`src/can_mbx_pkg.sv`:
```
/*
 * constants for the mailbox, receive queue and filter configuration block.
 * assumes byte addresses on a 32-bit apb bus, one register per aligned word.
 */
package can_mbx_pkg;
   // register byte offsets
   localparam logic [7:0] OFF_MAILBOX_CTRL_STATUS = 8'h00;
   localparam logic [7:0] OFF_TX_DATA = 8'h04;
   localparam logic [7:0] OFF_TRANSMIT_STATUS = 8'h08;
   localparam logic [7:0] OFF_FILTER_MATCH_INDEX = 8'h0c;
   localparam logic [7:0] OFF_RX_DATA = 8'h10;
   localparam logic [7:0] OFF_RX_QUEUE_CTRL = 8'h14;
   localparam logic [7:0] OFF_FILTER_CONFIG_0 = 8'h18;
   localparam logic [7:0] OFF_FILTER_CONFIG_1 = 8'h1c;

   // mailbox_ctrl_status fields
   localparam int TRANSMIT_REQUEST_POS = 0;
   localparam int ABORT_REQUEST_POS = 1;
   localparam int REQUEST_COMPLETED_POS = 2;
   localparam int TRANSMIT_SUCCESS_POS = 3;
   localparam int ARBITRATION_LOST_POS = 4;
   localparam int TRANSMIT_ERROR_POS = 5;

   // transmit_status_reg fields
   localparam int TS_COMPLETED_BIT = 0;
   localparam int TS_SUCCESS_BIT = 1;
   localparam int TS_EMPTY_BIT = 2;

   // receive queue control fields
   localparam int RQ_RELEASE_BIT = 0;
   localparam int RQ_OVERRUN_BIT = 1;
   localparam int RQ_COUNT_LSB = 4;

   // filter configuration fields
   localparam int FA_LO_BIT = 0;
   localparam int FS_LO_LSB = 1;
   localparam int FA_HI_BIT = 4;
   localparam int FS_HI_LSB = 5;
   localparam logic [7:0] FCFG_SCALE_MASK = 8'h66;
   localparam logic [7:0] FCFG_ACTIVE_MASK = 8'h11;

   // reset values
   localparam logic [7:0] CTRL_STATUS_RESET = 8'h00;
   localparam logic [7:0] FCFG_RESET = 8'h00;

   // receive queue depth
   localparam int RX_DEPTH = 3;
endpackage

```
`src/can_mailbox_filter_ctrl.sv`:
```
/*
 * transmit mailbox control, three-deep receive queue and two filter
 * configuration registers behind an apb slave.
 * assumes the protocol engine runs on pclk and gives one-cycle event pulses.
 */
// Added by the designer: the address map and the APB register port.
`timescale 1ns/1ps
module can_mailbox_filter_ctrl #(
   parameter int DATA_W = 32,
   parameter int IDX_W = 8
) (
   // clock and reset
   input wire logic pclk,
   input wire logic presetn,
   // apb slave
   input wire logic psel,
   input wire logic penable,
   input wire logic pwrite,
   input wire logic [7:0] paddr,
   input wire logic [31:0] pwdata,
   output logic [31:0] prdata,
   output logic pready,
   output logic pslverr,
   // controller mode
   input wire logic init_mode,
   // receive side of the protocol engine
   input wire logic rx_frame_end,
   input wire logic rx_no_error,
   input wire logic rx_filter_pass,
   input wire logic [IDX_W-1:0] rx_match_index,
   input wire logic [DATA_W-1:0] rx_data,
   // transmit side of the protocol engine
   input wire logic tx_attempt_done,
   input wire logic tx_ok,
   input wire logic tx_arb_lost,
   input wire logic tx_bus_error,
   input wire logic abort_done,
   output logic tx_request,
   output logic abort_request,
   output logic [DATA_W-1:0] tx_data,
   // filter configuration to the acceptance logic
   output logic [7:0] filter_config_0,
   output logic [7:0] filter_config_1
);
   localparam int QW = DATA_W + IDX_W;

   // bus decode
   logic acc_cycle;
   logic access;
   logic wr_acc;
   logic rd_acc;
   logic sel_ctrl;
   logic sel_txd;
   logic sel_ts;
   logic sel_fmi;
   logic sel_rxd;
   logic sel_rq;
   logic sel_fc0;
   logic sel_fc1;
   logic mapped;
   logic pready_reg;
   logic pslverr_reg;
   logic [31:0] prdata_reg;
   logic [31:0] rdata_mux;
   logic [31:0] ctrl_word;
   logic [31:0] txd_word;
   logic [31:0] ts_word;
   logic [31:0] fmi_word;
   logic [31:0] rxd_word;
   logic [31:0] rq_word;
   logic [31:0] fc0_word;
   logic [31:0] fc1_word;

   // transmit mailbox state
   logic transmit_request_bit_reg;
   logic abort_request_bit_reg;
   logic request_completed_flag_reg;
   logic transmit_success_flag_reg;
   logic arbitration_lost_flag_reg;
   logic transmit_error_flag_reg;
   logic transmit_request_bit_next;
   logic abort_request_bit_next;
   logic request_completed_flag_next;
   logic transmit_success_flag_next;
   logic arbitration_lost_flag_next;
   logic transmit_error_flag_next;
   logic [DATA_W-1:0] txd_reg;
   logic mailbox_empty_flag;
   logic wr_ctrl;
   logic wr_txd;
   logic sw_set_send;
   logic sw_set_abort;
   logic sw_clr_done;
   logic clear_status;
   logic hw_empties;
   logic hw_done;
   logic [7:0] mailbox_ctrl_status;
   logic [2:0] transmit_status_reg;

   // receive queue
   logic rx_store;
   logic rx_pop;
   logic [QW-1:0] rx_head;
   logic [1:0] rx_count;
   logic rx_full;
   logic ovr_reg;
   logic ovr_next;
   logic wr_rq;
   logic sw_clr_ovr;
   logic [IDX_W-1:0] filter_match_index;
   logic [DATA_W-1:0] rx_head_data;

   // filter configuration
   logic [7:0] fc0_val;
   logic [7:0] fc1_val;
   logic wr_fc0;
   logic wr_fc1;

   assign acc_cycle = psel && penable;
   assign access = acc_cycle && pready_reg;
   assign wr_acc = access && pwrite;
   assign rd_acc = acc_cycle && !pready_reg && !pwrite;

   assign sel_ctrl = (paddr == can_mbx_pkg::OFF_MAILBOX_CTRL_STATUS);
   assign sel_txd = (paddr == can_mbx_pkg::OFF_TX_DATA);
   assign sel_ts = (paddr == can_mbx_pkg::OFF_TRANSMIT_STATUS);
   assign sel_fmi = (paddr == can_mbx_pkg::OFF_FILTER_MATCH_INDEX);
   assign sel_rxd = (paddr == can_mbx_pkg::OFF_RX_DATA);
   assign sel_rq = (paddr == can_mbx_pkg::OFF_RX_QUEUE_CTRL);
   assign sel_fc0 = (paddr == can_mbx_pkg::OFF_FILTER_CONFIG_0);
   assign sel_fc1 = (paddr == can_mbx_pkg::OFF_FILTER_CONFIG_1);
   assign mapped = sel_ctrl | sel_txd | sel_ts | sel_fmi | sel_rxd | sel_rq | sel_fc0 | sel_fc1;

   // per-register write strobes, only at the completing edge
   assign wr_txd = wr_acc && sel_txd;
   assign wr_rq = wr_acc && sel_rq;
   assign wr_fc0 = wr_acc && sel_fc0;
   assign wr_fc1 = wr_acc && sel_fc1;

   // mailbox is empty whenever no transmission is pending
   assign mailbox_empty_flag = !transmit_request_bit_reg;

   // software strobes on the mailbox control register
   assign wr_ctrl = wr_acc && sel_ctrl;
   assign sw_set_send = wr_ctrl && pwdata[can_mbx_pkg::TRANSMIT_REQUEST_POS]
      && mailbox_empty_flag;
   assign sw_set_abort = wr_ctrl && pwdata[can_mbx_pkg::ABORT_REQUEST_POS]
      && transmit_request_bit_reg;
   assign sw_clr_done = wr_ctrl && pwdata[can_mbx_pkg::REQUEST_COMPLETED_POS];
   // a new request clears the status just as a write-one clear does
   assign clear_status = sw_clr_done || sw_set_send;

   // hardware events from the engine
   assign hw_done = tx_attempt_done && transmit_request_bit_reg;
   assign hw_empties = (hw_done && tx_ok) || (abort_done && transmit_request_bit_reg);

   // next state of the mailbox control bits; hardware events beat software clears
   assign transmit_request_bit_next = hw_empties ? 1'b0 : (transmit_request_bit_reg | sw_set_send);
   assign abort_request_bit_next = hw_empties ? 1'b0 : (abort_request_bit_reg | sw_set_abort);
   assign request_completed_flag_next = hw_empties ? 1'b1
      : (clear_status ? 1'b0 : request_completed_flag_reg);
   assign transmit_success_flag_next = hw_done ? tx_ok
      : (clear_status ? 1'b0 : transmit_success_flag_reg);
   assign arbitration_lost_flag_next = hw_done ? (!tx_ok && tx_arb_lost)
      : (clear_status ? 1'b0 : arbitration_lost_flag_reg);
   assign transmit_error_flag_next = hw_done ? (!tx_ok && tx_bus_error)
      : (clear_status ? 1'b0 : transmit_error_flag_reg);

   always_ff @(posedge pclk or negedge presetn) begin
      if (!presetn) begin
         transmit_request_bit_reg <= can_mbx_pkg::CTRL_STATUS_RESET[can_mbx_pkg::TRANSMIT_REQUEST_POS];
         abort_request_bit_reg <= can_mbx_pkg::CTRL_STATUS_RESET[can_mbx_pkg::ABORT_REQUEST_POS];
         request_completed_flag_reg <= can_mbx_pkg::CTRL_STATUS_RESET[can_mbx_pkg::REQUEST_COMPLETED_POS];
         transmit_success_flag_reg <= can_mbx_pkg::CTRL_STATUS_RESET[can_mbx_pkg::TRANSMIT_SUCCESS_POS];
         arbitration_lost_flag_reg <= can_mbx_pkg::CTRL_STATUS_RESET[can_mbx_pkg::ARBITRATION_LOST_POS];
         transmit_error_flag_reg <= can_mbx_pkg::CTRL_STATUS_RESET[can_mbx_pkg::TRANSMIT_ERROR_POS];
      end else begin
         transmit_request_bit_reg <= transmit_request_bit_next;
         abort_request_bit_reg <= abort_request_bit_next;
         request_completed_flag_reg <= request_completed_flag_next;
         transmit_success_flag_reg <= transmit_success_flag_next;
         arbitration_lost_flag_reg <= arbitration_lost_flag_next;
         transmit_error_flag_reg <= transmit_error_flag_next;
      end
   end

   // transmit payload, locked while a request is pending
   always_ff @(posedge pclk or negedge presetn) begin
      if (!presetn) begin
         txd_reg <= '0;
      end else if (wr_txd && mailbox_empty_flag) begin
         txd_reg <= pwdata[DATA_W-1:0];
      end
   end

   assign mailbox_ctrl_status = {2'b00, transmit_error_flag_reg, arbitration_lost_flag_reg,
      transmit_success_flag_reg, request_completed_flag_reg,
      abort_request_bit_reg, transmit_request_bit_reg};
   // per-mailbox copies share the same flops, so they can never disagree
   assign transmit_status_reg = {mailbox_empty_flag, transmit_success_flag_reg,
      request_completed_flag_reg};

   // receive path: only error-free frames that passed filtering are stored
   assign rx_store = rx_frame_end && rx_no_error && rx_filter_pass;
   assign rx_pop = wr_rq && pwdata[can_mbx_pkg::RQ_RELEASE_BIT];

   rx_queue #(
      .DEPTH(can_mbx_pkg::RX_DEPTH),
      .W(QW)
   ) u_rx_queue (
      .pclk(pclk),
      .presetn(presetn),
      .push(rx_store),
      .push_data({rx_match_index, rx_data}),
      .pop(rx_pop),
      .head(rx_head),
      .count(rx_count),
      .full(rx_full)
   );

   assign rx_head_data = rx_head[DATA_W-1:0];
   assign filter_match_index = rx_head[QW-1:DATA_W];

   // frame lost because all three mailboxes are occupied; sticky, set beats clear
   assign sw_clr_ovr = wr_rq && pwdata[can_mbx_pkg::RQ_OVERRUN_BIT];
   assign ovr_next = (rx_store && rx_full) ? 1'b1 : (sw_clr_ovr ? 1'b0 : ovr_reg);

   always_ff @(posedge pclk or negedge presetn) begin
      if (!presetn) begin
         ovr_reg <= 1'b0;
      end else begin
         ovr_reg <= ovr_next;
      end
   end

   // filter configuration registers
   filter_cfg_reg #(
      .RESET_VAL(can_mbx_pkg::FCFG_RESET)
   ) u_fcfg0 (
      .pclk(pclk),
      .presetn(presetn),
      .wr_en(wr_fc0),
      .wdata(pwdata[7:0]),
      .init_mode(init_mode),
      .value(fc0_val)
   );

   filter_cfg_reg #(
      .RESET_VAL(can_mbx_pkg::FCFG_RESET)
   ) u_fcfg1 (
      .pclk(pclk),
      .presetn(presetn),
      .wr_en(wr_fc1),
      .wdata(pwdata[7:0]),
      .init_mode(init_mode),
      .value(fc1_val)
   );

   // read words, one per register; the match index and receive data registers have no write path at all
   assign ctrl_word = {24'h000000, mailbox_ctrl_status};
   assign txd_word = 32'(txd_reg);
   assign ts_word = {29'h0, transmit_status_reg};
   assign fmi_word = 32'(filter_match_index);
   assign rxd_word = 32'(rx_head_data);
   assign rq_word = {26'h0, rx_count, 2'b00, ovr_reg, 1'b0};
   assign fc0_word = {24'h000000, fc0_val};
   assign fc1_word = {24'h000000, fc1_val};

   // read data selection
   assign rdata_mux =
      sel_ctrl ? ctrl_word :
      sel_txd ? txd_word :
      sel_ts ? ts_word :
      sel_fmi ? fmi_word :
      sel_rxd ? rxd_word :
      sel_rq ? rq_word :
      sel_fc0 ? fc0_word :
      sel_fc1 ? fc1_word :
      32'h00000000;

   // one wait state per access
   always_ff @(posedge pclk or negedge presetn) begin
      if (!presetn) begin
         pready_reg <= 1'b0;
         pslverr_reg <= 1'b0;
      end else begin
         pready_reg <= acc_cycle && !pready_reg;
         pslverr_reg <= acc_cycle && !pready_reg && !mapped;
      end
   end

   // read data captured in the wait state
   always_ff @(posedge pclk or negedge presetn) begin
      if (!presetn) begin
         prdata_reg <= 32'h00000000;
      end else if (rd_acc) begin
         prdata_reg <= rdata_mux;
      end
   end

   // engine-facing outputs, all straight from flops
   logic [DATA_W-1:0] tx_data_reg;
   logic [7:0] fc0_out_reg;
   logic [7:0] fc1_out_reg;

   always_ff @(posedge pclk or negedge presetn) begin
      if (!presetn) begin
         tx_data_reg <= '0;
         fc0_out_reg <= can_mbx_pkg::FCFG_RESET;
         fc1_out_reg <= can_mbx_pkg::FCFG_RESET;
      end else begin
         tx_data_reg <= txd_reg;
         fc0_out_reg <= fc0_val;
         fc1_out_reg <= fc1_val;
      end
   end

   assign prdata = prdata_reg;
   assign pready = pready_reg;
   assign pslverr = pslverr_reg;
   assign tx_request = transmit_request_bit_reg;
   assign abort_request = abort_request_bit_reg;
   assign tx_data = tx_data_reg;
   assign filter_config_0 = fc0_out_reg;
   assign filter_config_1 = fc1_out_reg;
endmodule

```
`src/filter_cfg_reg.sv`:
```
/*
 * one filter configuration register: two filters, each an activation bit
 * and a two-bit scale field.
 * assumes write strobes arrive on the bus clock already decoded.
 */
`timescale 1ns/1ps
module filter_cfg_reg #(
   parameter logic [7:0] RESET_VAL = can_mbx_pkg::FCFG_RESET
) (
   // clock and reset
   input wire logic pclk,
   input wire logic presetn,
   // write port
   input wire logic wr_en,
   input wire logic [7:0] wdata,
   input wire logic init_mode,
   // value
   output logic [7:0] value
);
   logic [7:0] cfg_reg;
   logic [7:0] cfg_next;
   logic [7:0] keep_mask;

   // scale bits only change in initialization mode
   assign keep_mask = init_mode ? 8'h00 : can_mbx_pkg::FCFG_SCALE_MASK;
   assign cfg_next = ((wdata & ~keep_mask) | (cfg_reg & keep_mask))
      & (can_mbx_pkg::FCFG_SCALE_MASK | can_mbx_pkg::FCFG_ACTIVE_MASK);

   always_ff @(posedge pclk or negedge presetn) begin
      if (!presetn) begin
         cfg_reg <= RESET_VAL;
      end else if (wr_en) begin
         cfg_reg <= cfg_next;
      end
   end

   assign value = cfg_reg;
endmodule

```
`src/rx_queue.sv`:
```
/*
 * receive queue of DEPTH mailboxes, oldest entry presented at the head.
 * assumes push and pop are single-cycle strobes on the same clock.
 */
`timescale 1ns/1ps
module rx_queue #(
   parameter int DEPTH = can_mbx_pkg::RX_DEPTH,
   parameter int W = 40
) (
   // clock and reset
   input wire logic pclk,
   input wire logic presetn,
   // fill side
   input wire logic push,
   input wire logic [W-1:0] push_data,
   // drain side
   input wire logic pop,
   output logic [W-1:0] head,
   output logic [1:0] count,
   output logic full
);
   logic [W-1:0] mem_reg [DEPTH];
   logic [1:0] wr_reg;
   logic [1:0] rd_reg;
   logic [1:0] cnt_reg;
   logic do_push;
   logic do_pop;
   logic [1:0] wr_inc;
   logic [1:0] rd_inc;

   assign full = (cnt_reg == 2'(DEPTH));
   assign do_push = push && !full;
   assign do_pop = pop && (cnt_reg != 2'h0);
   assign wr_inc = (wr_reg == 2'(DEPTH - 1)) ? 2'h0 : wr_reg + 2'h1;
   assign rd_inc = (rd_reg == 2'(DEPTH - 1)) ? 2'h0 : rd_reg + 2'h1;
   assign head = mem_reg[rd_reg];
   assign count = cnt_reg;

   always_ff @(posedge pclk or negedge presetn) begin
      if (!presetn) begin
         wr_reg <= 2'h0;
         rd_reg <= 2'h0;
         cnt_reg <= 2'h0;
         for (int i = 0; i < DEPTH; i++) begin
            mem_reg[i] <= '0;
         end
      end else begin
         if (do_push) begin
            mem_reg[wr_reg] <= push_data;
            wr_reg <= wr_inc;
         end
         if (do_pop) begin
            rd_reg <= rd_inc;
         end
         cnt_reg <= cnt_reg + 2'(do_push) - 2'(do_pop);
      end
   end
endmodule
```
`config.mk`:
```
export PLATFORM = sky130hd
export DESIGN_NAME = can_mailbox_filter_ctrl
export DESIGN_NICKNAME = d
export VERILOG_FILES = /design/src/can_mbx_pkg.sv /design/src/can_mailbox_filter_ctrl.sv /design/src/filter_cfg_reg.sv /design/src/rx_queue.sv
export SDC_FILE = /design/constraint.sdc
export NUM_CORES = 1
export LEC_CHECK = 0
export BUFFER_PORTS_ARGS = -buffer_cell sky130_fd_sc_hd__buf_4
export CAP_MARGIN = 20
export CORE_ASPECT_RATIO = 1.1
export CORE_UTILIZATION = 38
export CTS_CLUSTER_DIAMETER = 200
export DETAILED_ROUTE_END_ITERATION = 10
export PLACE_DENSITY = 0.59
export SETUP_SLACK_MARGIN = 0.5
export SLEW_MARGIN = 5
export SYNTH_ARGS = -nofsm -noshare
export SYNTH_HDL_FRONTEND = slang
export SYNTH_SLANG_ARGS = --single-unit
```
`constraint.sdc`:
```
create_clock -name pclk -period 2.45 [get_ports pclk]
set_clock_uncertainty 0.1 [all_clocks]
set_input_delay 0.1225 -clock pclk [delete_from_list [all_inputs] [get_ports pclk]]
set_output_delay 0.1225 -clock pclk [all_outputs]
set_load 0.01 [all_outputs]
```
==> impl_metrics.json, run 1 <==
{
  "worstPathArrival_ns": 2.34,
  "placed_cells": 1326,
  "clock_latency_ns": 0.53,
  "overflow": 0,
  "fin_util_pct": 53.3,
  "grt_pass1_wl_um": 43000,
  "grt_usage_pct": 19.2,
  "dpl.hpwl_um": 17800,
  "endpoint_kind": "register",
  "cts_tree": "yes",
  "netlist_area_mm2": 0.0106,
  "holdCritPathClass": "primary input to asynchronous set/reset pin",
  "dr.pass1.iters": 4,
  "rsz0062_at_grt": "true",
  "worst_slack_ns": 0.483,
  "layout.cells.non_filler": 1477,
  "setup-tns-final_ns": 0,
  "final_cell_mix": "dfrtp_1, buf_4, mux2_2",
  "largest_reg_flops": 120,
  "fmax_mhz": 508,
  "synth_edf_count": 0,
  "required_ns": 2.82,
  "ys_seq_elements": 255,
  "io_buffers": 173,
  "antenna_found_initial": 0,
  "num_vias": 7444,
  "fin_crit_sh_pct": 80.3,
  "nNetsFinal": 1195,
  "yosysSeqAreaShare_pct": 60.3,
  "synthDistinctLibCells": 55,
  "synth-async-reset-ratio_pct": 100,
  "route.detailed.drc": 0,
  "coreArea_mm2": 0.0271,
  "start_kind": "register",
  "clk_pin_slew_ns": 0.06,
  "htree_levels": 1,
  "p_per_area_mw_per_mm2": 844,
  "ir_drop_mv": 0.440,
  "gp_congestion": 0.867,
  "mostFrequentLayoutCell": "dfrtp_1",
  "crit_path_max_fanout": 8,
  "clockBufferDepth": 3,
  "finalPower_mw": 12.2,
  "pin_count": 178,
  "wl_per_cell_um": 18.2,
  "antenna_cells": 0,
  "cts-root-buf": "clkbuf_16",
  "syn_area_per_cell_um2": 13.0,
  "drtAntennaViolNets": 0,
  "synthCells": 816,
  "period_needed_ns": 1.97,
  "drive_above_1_share_pct": 41.2,
  "maxCapViolCount": 0,
  "p_leak_nw": 6.82,
  "numCtsBuffers": 28,
  "fp.dieH_um": 177,
  "multiInputGateArea_mm2": 0.00407,
  "yosysWarnings": 0,
  "slew_viol_final": 0,
  "status": "complete, no violations",
  "regArea_mm2": 0.00639,
  "path_class": "register to register",
  "fp.dieArea_mm2": 0.0285,
  "initialDrtViolationCount": 395,
  "grt_pass1_vias": 7699,
  "fillerInstances": 2396,
  "finalSetupViolCount": 0,
  "dpl_worst_slack_ns": 0.0866,
  "final_hold_viol_count": 0,
  "synthToLayoutAreaGrowth_pct": 36.7,
  "rows": 63,
  "clkSinkCount": 255,
  "dominantRegCellSynth": "dfrtp_1",
  "totalWireLength_um": 26900,
  "die_w_um": 161,
  "viasPerCell": 5.04,
  "start_util_pct": 39.0,
  "grt_start_max_net_pins": 70
}
## cells by family after synthesis
| logic type | synth area share [%] |
|---|---|
| flops | 60.3 |
| buf+inv | 2.54 |
| other cells | 0.0355 |
| simple gates | 7.09 |
| mux | 22.0 |
| compound gates | 7.59 |
| xor+xnor | 0.166 |
| fa+ha+maj | 0.237 |
## stage by stage
step	hold WS [ns]	cell area, um^2
final	0.0124	14500
after CTS	0.0115	14300
after detailed placement	-0.0140	12500
after global routing	0.0449	14500
after global placement	-0.0154	12500
after floorplan	-0.273	10700
## repair_timing
action / in CTS / in global routing
cloned: 0 / 0
hold buffers: 88 / 0
pin swaps: 2 / 2
setup buffers: 6 / 6
hold endpoints to repair: 432 / 0
gates resized for setup: 2 / 20
setup endpoints to repair: 37 / 68
## synthesized netlist by cell type (4+ instances only)
library cell,instances,area [um^2]
clkbuf_1,37,139
mux2_2,168,1890
mux2_1,5,56.3
nand2b_1,7,43.8
buf_4,4,30.0
a21oi_1,16,80.1
buf_2,8,40.0
o21ai_0,31,155
nor2_1,77,289
dfrtp_1,255,6380
o22ai_1,6,37.5
inv_1,7,26.3
a31oi_1,6,37.5
nor3_1,10,50.1
a221oi_1,26,228
nand2_1,45,169
mux2i_1,38,380
nand3_1,7,35.0
buf_1,6,22.5
## final cells by class
| class | count | area share [%] |
|---|---|---|
| clock inverters | 7 | 0.433 |
| inverters | 7 | 0.182 |
| flip-flops and latches | 255 | 44.2 |
| multi-input cells | 501 | 28.1 |
| clock buffers | 44 | 5.82 |
| repair buffers | 306 | 18.2 |
| well taps | 357 | 3.09 |
## metal layers
metal / wire length, um / part of all wire, % / GRT usage (%)
met5: 0 / 0 / 0
met4: 646 / 2.4 / 6.05
met3: 1180 / 4.4 / 2.60
met2: 12700 / 47 / 31.3
met1: 12400 / 46 / 26.6
## critical path, stage by stage, from the launching register on
cell and delay, ns:
dfrtp_4 0.55, buf_4 0.16, buf_4 0.17, mux2i_1 0.18, o2111a_1 0.26, a211oi_1 0.30, o21a_1 0.17
## path summary, 6_finish.rpt
check | from | to | slack (ns) | cells after the start
setup / recovery | u_rx_queue.rd_reg[1] | prdata[1] | 0.48 | 6
hold / removal | presetn | txd_reg[5] | 0.01 | 2
min in group pclk | init_mode | register | 0.05 | 3
setup reg to reg | u_rx_queue.rd_reg[1] | prdata[1] | 0.48 | 6
hold reg to reg | txd_reg[18] | tx_data[18] | 0.30 | 0
max in group asynchronous | presetn | u_rx_queue.mem_reg[16] | 1.38 | 3
## where the power goes
part	total [mW]	leakage (nW)	switching [mW]	internal, mW
clock network	4.08	0.445	1.63	2.45
registers	5.81	3.30	0.543	5.27
logic	2.32	3.07	0.929	1.39
Note: power is estimated with default switching activity, not from simulation.
==> run 2, diff against run 1 <==
--- a/config.mk
+++ b/config.mk
@@ -11,7 +11,7 @@
 export CORE_UTILIZATION = 38
 export CTS_CLUSTER_DIAMETER = 200
 export DETAILED_ROUTE_END_ITERATION = 10
-export PLACE_DENSITY = 0.59
+export PLACE_DENSITY = 0.61
 export SETUP_SLACK_MARGIN = 0.5
 export SLEW_MARGIN = 5
 export SYNTH_ARGS = -nofsm -noshare
==> constraint.sdc (replaced) <==
create_clock -name pclk -period 1.8 [get_ports pclk]
set_clock_uncertainty 0.1 [all_clocks]
set_input_delay 0.09 -clock pclk [delete_from_list [all_inputs] [get_ports pclk]]
set_output_delay 0.09 -clock pclk [all_outputs]
set_load 0.01 [all_outputs]
==> impl_metrics.json, run 2 (same netlist as run 1, synthesis figures left out) <==
{
  "grt_start_max_net_pins": 66,
  "grt_usage_pct": 21.7,
  "rsz0062_at_grt": "true",
  "gp_congestion": 0.851,
  "violations": "negative hold slack, negative setup slack",
  "io_buffers": 173,
  "clockBufferDepth": 3,
  "comb_power_share_pct": 26.0,
  "power.internal_mw": 13.5,
  "final_hold_viol_count": 43,
  "p_leak_nw": 8.28,
  "grt_pass1_wl_um": 47500,
  "fp.dieH_um": 177,
  "cts_tree": "yes",
  "totalWireLength_um": 31100,
  "period_needed_ns": 1.86,
  "layout.cells.non_filler": 1568,
  "viasPerCell": 5.07,
  "pin_count": 178,
  "holdCritPathClass": "primary input to register",
  "maxCapViolCount": 0,
  "overflow": 0,
  "crit_path_max_fanout": 4,
  "placed_cells": 1372,
  "fmax_mhz": 537,
  "coreArea_mm2": 0.0271,
  "p_seq_share_pct": 44.3,
  "p_per_area_mw_per_mm2": 1090,
  "grt_pass1_vias": 8219,
  "wl_per_cell_um": 19.8,
  "numCtsBuffers": 26,
  "dpl.hpwl_um": 19300,
  "drtAntennaViolNets": 0,
  "worstPathArrival_ns": 2.17,
  "largest_reg_flops": 120,
  "htree_levels": 1,
  "dr.pass1.iters": 4,
  "cts-root-buf": "clkbuf_16",
  "cts_hold_buf": 83,
  "slew_viol_final": 0,
  "dpl_worst_slack_ns": -0.475,
  "route.detailed.drc": 0,
  "fp.dieArea_mm2": 0.0285,
  "antenna_cells": 0,
  "cp_slowest_cell": "dfrtp_1",
  "path_class": "register to register",
  "rows": 63,
  "die_w_um": 161,
  "start_util_pct": 39.0,
  "mostFrequentLayoutCell": "dfrtp_1",
  "start_kind": "register",
  "synthToLayoutAreaGrowth_pct": 59.2,
  "num_vias": 7944,
  "required_ns": 2.11,
  "switchingPower_mw": 4.87,
  "finalSetupViolCount": 35,
  "placed_cell_area_mm2": 0.0135,
  "clock_latency_ns": 0.53,
  "clk_pin_slew_ns": 0.07,
  "clkSinkCount": 255,
  "final_cell_mix": "dfrtp_1, buf_4, mux2_4",
  "timing.hold.ws_ns": -0.0844,
  "endpoint_kind": "register",
  "fin_crit_sh_pct": 103,
  "status": "finished, violations left",
  "drive_above_1_share_pct": 51.0,
  "final_area_mm2": 0.0168,
  "initialDrtViolationCount": 475,
  "nNetsFinal": 1289,
  "path_cells": "nand4_1, buf_6, nor2_4, buf_6, buf_6, buf_6, and3_4, buf_6, mux2_4",
  "p_sw_share_pct": 26.6,
  "cp_common_cell": "buf_6",
  "worst_slack_ns": -0.0607,
  "ir_drop_mv": 0.675,
  "fin_util_pct": 62.1,
  "critPathMaxStageDelay_ns": 0.36,
  "p_clk_share_pct": 29.7,
  "antenna_found_initial": 0
}
[run 2: final timing paths]
| kind | startpoint | end | slack (ns) | depth (start not counted) |
|---|---|---|---|---|
| worst max-delay path | pready | register | -0.06 | 9 |
| worst min-delay path | pwrite | prdata[0] | -0.08 | 5 |
| worst max register to register | pready | register | -0.06 | 9 |
| worst min register to register | u_fcfg0.value[4] | filter_config_0[4] | 0.30 | 0 |
| max in group asynchronous | presetn | tx_data[25] | 0.95 | 3 |
| min in group asynchronous | presetn | u_rx_queue.mem_reg[37] | -0.05 | 2 |
[run 2: layer usage]
| layer | GRT usage, % | wire length [um] | vias to the layer above |
|---|---|---|---|
| met3 | 2.62 | 1170 | 44 |
| met1 | 30.2 | 14100 | 4011 |
| li1 | - | - | 3680 |
| met4 | 6.13 | 605 | 0 |
| met5 | 0 | 0 | - |
| met2 | 35.8 | 15200 | 209 |
[run 2: per-stage QoR]
step / setup TNS, ns / power, mW
4_1_cts: -0.0514 / 18.2
3_5_place_dp: -26.92 / 12.1
6_report: -0.782 / 18.3
5_1_grt: -3.59 / 19.2
3_3_place_gp: -26.32 / 12.0
2_1_floorplan: -5.35 / 10.7
[run 2: worst max-delay path: cells and delay by family, from the launching register on]
kind / cells / cell delay (ns)
flip-flops: 1 / 0.36
buffers and inverters: 5 / 0.57
multiplexers: 1 / 0.30
AND/OR/NAND/NOR: 3 / 0.41
[run 2: layout make-up]
type	instances	area (um^2)
Sequential cell	255	6390
Fill cell	2064	10300
Clock buffer	33	727
Clock inverter	13	143
Multi-Input combinational cell	502	4990
Tap cell	357	447
Inverter	7	26.3
Timing Repair Buffer	401	4120
[run 2: power groups by stage]
stage	combinational, mW	sequential, mW	clock, mW
3_3_place_gp	3.89	8.08	0
3_5_place_dp	3.96	8.13	0
2_1_floorplan	2.79	7.92	0
4_1_cts	4.54	8.05	5.56
6_report	4.76	8.13	5.45
5_1_grt	5.10	8.27	5.82
[run 2: timing repair]
action | 4_1_cts | 5_1_grt
pin swaps | 28 | 36
resized for setup | 115 | 75
endpoints found under the setup margin | 212 | 221
gates cloned | 14 | 1
hold endpoints to repair | 432 | 17
setup buffers | 37 | 15
==> run 3, diff against run 2 <==
--- a/config.mk
+++ b/config.mk
@@ -8,10 +8,10 @@
 export BUFFER_PORTS_ARGS = -buffer_cell sky130_fd_sc_hd__buf_4
 export CAP_MARGIN = 20
 export CORE_ASPECT_RATIO = 1.1
-export CORE_UTILIZATION = 38
+export CORE_UTILIZATION = 45
 export CTS_CLUSTER_DIAMETER = 200
 export DETAILED_ROUTE_END_ITERATION = 10
-export PLACE_DENSITY = 0.61
+export PLACE_DENSITY = 0.7
 export SETUP_SLACK_MARGIN = 0.5
 export SLEW_MARGIN = 5
 export SYNTH_ARGS = -nofsm -noshare
==> impl_metrics.json, run 3 (same netlist as run 1, synthesis figures left out) <==
{
  "status": "finished, violations left",
  "violations": "negative hold slack, negative setup slack",
  "coreArea_mm2": 0.0229,
  "initialDrtViolationCount": 642,
  "grt_pass1_wl_um": 49500,
  "totalWireLength_um": 32300,
  "clock_latency_ns": 0.54,
  "rows": 58,
  "mostFrequentLayoutCell": "dfrtp_1",
  "critPathMaxStageDelay_ns": 0.44,
  "rsz0062_at_grt": "true",
  "num_vias": 8268,
  "io_buffers": 173,
  "cts_tree": "yes",
  "fp.dieArea_mm2": 0.0241,
  "p_clk_share_pct": 29.2,
  "clk_pin_slew_ns": 0.06,
  "pin_count": 178,
  "p_per_area_mw_per_mm2": 1100,
  "numCtsBuffers": 26,
  "rrSetupSlack_ns": -0.11,
  "start_kind": "register",
  "p_seq_share_pct": 44.5,
  "cts_hold_buf": 84,
  "start_util_pct": 46.1,
  "drtAntennaViolNets": 0,
  "final_area_mm2": 0.0168,
  "wl_per_cell_um": 21.5,
  "use_met1_pct": 37.4,
  "dpl.hpwl_um": 18500,
  "regArea_mm2": 0.00638,
  "maxCapViolCount": 0,
  "clockBufferDepth": 3,
  "crit_path_max_fanout": 5,
  "grt_pass1_vias": 8670,
  "period_needed_ns": 1.91,
  "multiInputGateArea_mm2": 0.00510,
  "fmax_mhz": 523,
  "reg2reg_depth": 8,
  "p_leak_nw": 8.27,
  "r2r_start": "u_rx_queue.rd_reg[1]",
  "hold_path_depth": 5,
  "rr_endpoint": "prdata[5]",
  "power.internal_mw": 13.4,
  "route.detailed.drc": 0,
  "timing.hold.ws_ns": -0.0535,
  "fillerInstances": 1420,
  "endpoint_kind": "register",
  "cts-root-buf": "clkbuf_16",
  "slew_viol_final": 0,
  "drive_above_1_share_pct": 50.4,
  "final_hold_viol_count": 4,
  "met3_usage_pct": 4.29,
  "required_ns": 2.11,
  "fp.dieH_um": 163,
  "path_class": "register to register",
  "hold_end": "prdata[0]",
  "cp_common_cell": "buf_4",
  "grt.met2_usage_pct": 41.8,
  "die_w_um": 148,
  "synthToLayoutAreaGrowth_pct": 58.4,
  "finalSetupViolCount": 22,
  "slew-limit-headroom_pct": 54.4,
  "ir_drop_mv": 0.616,
  "switchingPower_mw": 5.03,
  "grt_start_max_net_pins": 78,
  "min_from": "pwrite",
  "final_cell_mix": "dfrtp_1, buf_4, mux2_4",
  "placed_cell_area_mm2": 0.0133,
  "antenna_found_initial": 0,
  "dpl_worst_slack_ns": -0.446,
  "comb_power_share_pct": 26.3,
  "gp_congestion": 0.889,
  "largest_reg_flops": 120,
  "cp_slowest_cell": "dfrtp_2",
  "fin_crit_sh_pct": 106,
  "clkSinkCount": 255,
  "fin_util_pct": 73.1,
  "worstPathArrival_ns": 2.22,
  "overflow": 0,
  "path_cells": "buf_6, buf_4, buf_4, mux2i_2, nor3_1, a31oi_1, a21oi_1, o221a_2",
  "viasPerCell": 5.50,
  "grt_usage_pct": 26.6,
  "grt_busiest_layer": "met2",
  "nNetsFinal": 1281,
  "worst_slack_ns": -0.111,
  "tightestPinTransition_ns": 0.684,
  "p_sw_share_pct": 27.4,
  "dr.pass1.iters": 5,
  "holdCritPathClass": "primary input to register",
  "htree_levels": 1
}
==> run 3: worst max path at each step <==
stage	startpoint	end	depth (start not counted)
after floorplan	paddr[7]	u_rx_queue.count[1]	11
after CTS	u_rx_queue.rd_reg[1]	prdata[5]	6
after global routing	u_rx_queue.rd_reg[1]	prdata[5]	6
after global placement	paddr[7]	arbitration_lost_flag_reg	5
final	u_rx_queue.rd_reg[1]	prdata[5]	8
after detailed placement	paddr[7]	arbitration_lost_flag_reg	5
==> run 3: worst max-delay path: cells and delay by family (launching register included) <==
kind | cells | cell delay [ns]
compound gates | 3 | 0.57
flops | 1 | 0.44
buf+inv | 3 | 0.43
mux | 1 | 0.18
simple gates | 1 | 0.07
==> run 3: stage by stage <==
stage | total power, mW | cells | TNS (ns)
floorplan | 10.7 | 819 | -5.35
global placement | 11.9 | 1307 | -23.92
detailed placement | 12.0 | 1307 | -25.29
CTS | 18.0 | 1488 | -0.199
global route | 19.1 | 1502 | -2.65
finish | 18.4 | 1503 | -0.658
==> run 3: cell type report <==
class / count / area share, %
sequential: 255 / 38.1
multi-input combinational: 501 / 30.4
timing repair buffer: 394 / 24.0
clock buffer: 36 / 4.34
tap: 300 / 2.24
clock inverter: 9 / 0.657
inverter: 7 / 0.172
antenna: 1 / 0.0149
==> run 3: layer usage <==
metal  routed length, um  part of all wire, %  up-vias
met5                   0                    0        -
met4                1050                  3.2        0
met3                1800                  5.6       90
met2               15500                   48      304
met1               14000                   43     4216
li1                    -                    -     3658
==> run 3: what timing repair did <==
item                       4_1_cts  5_1_grt
resized for setup              151       65
hold endpoints to repair       434        2
pin swaps                       25       19
setup endpoints to repair      215      233
cloned                          15        1
setup buffers                   37       13
==> run 3: power by group through the flow <==
stage          logic, mW  registers, mW  clock network, mW
2_1_floorplan       2.79           7.92                  0
3_3_place_gp        3.80           8.08                  0
3_5_place_dp        3.90           8.14                  0
4_1_cts             4.56           8.07               5.42
5_1_grt             5.17           8.30               5.67
6_report            4.84           8.18               5.37
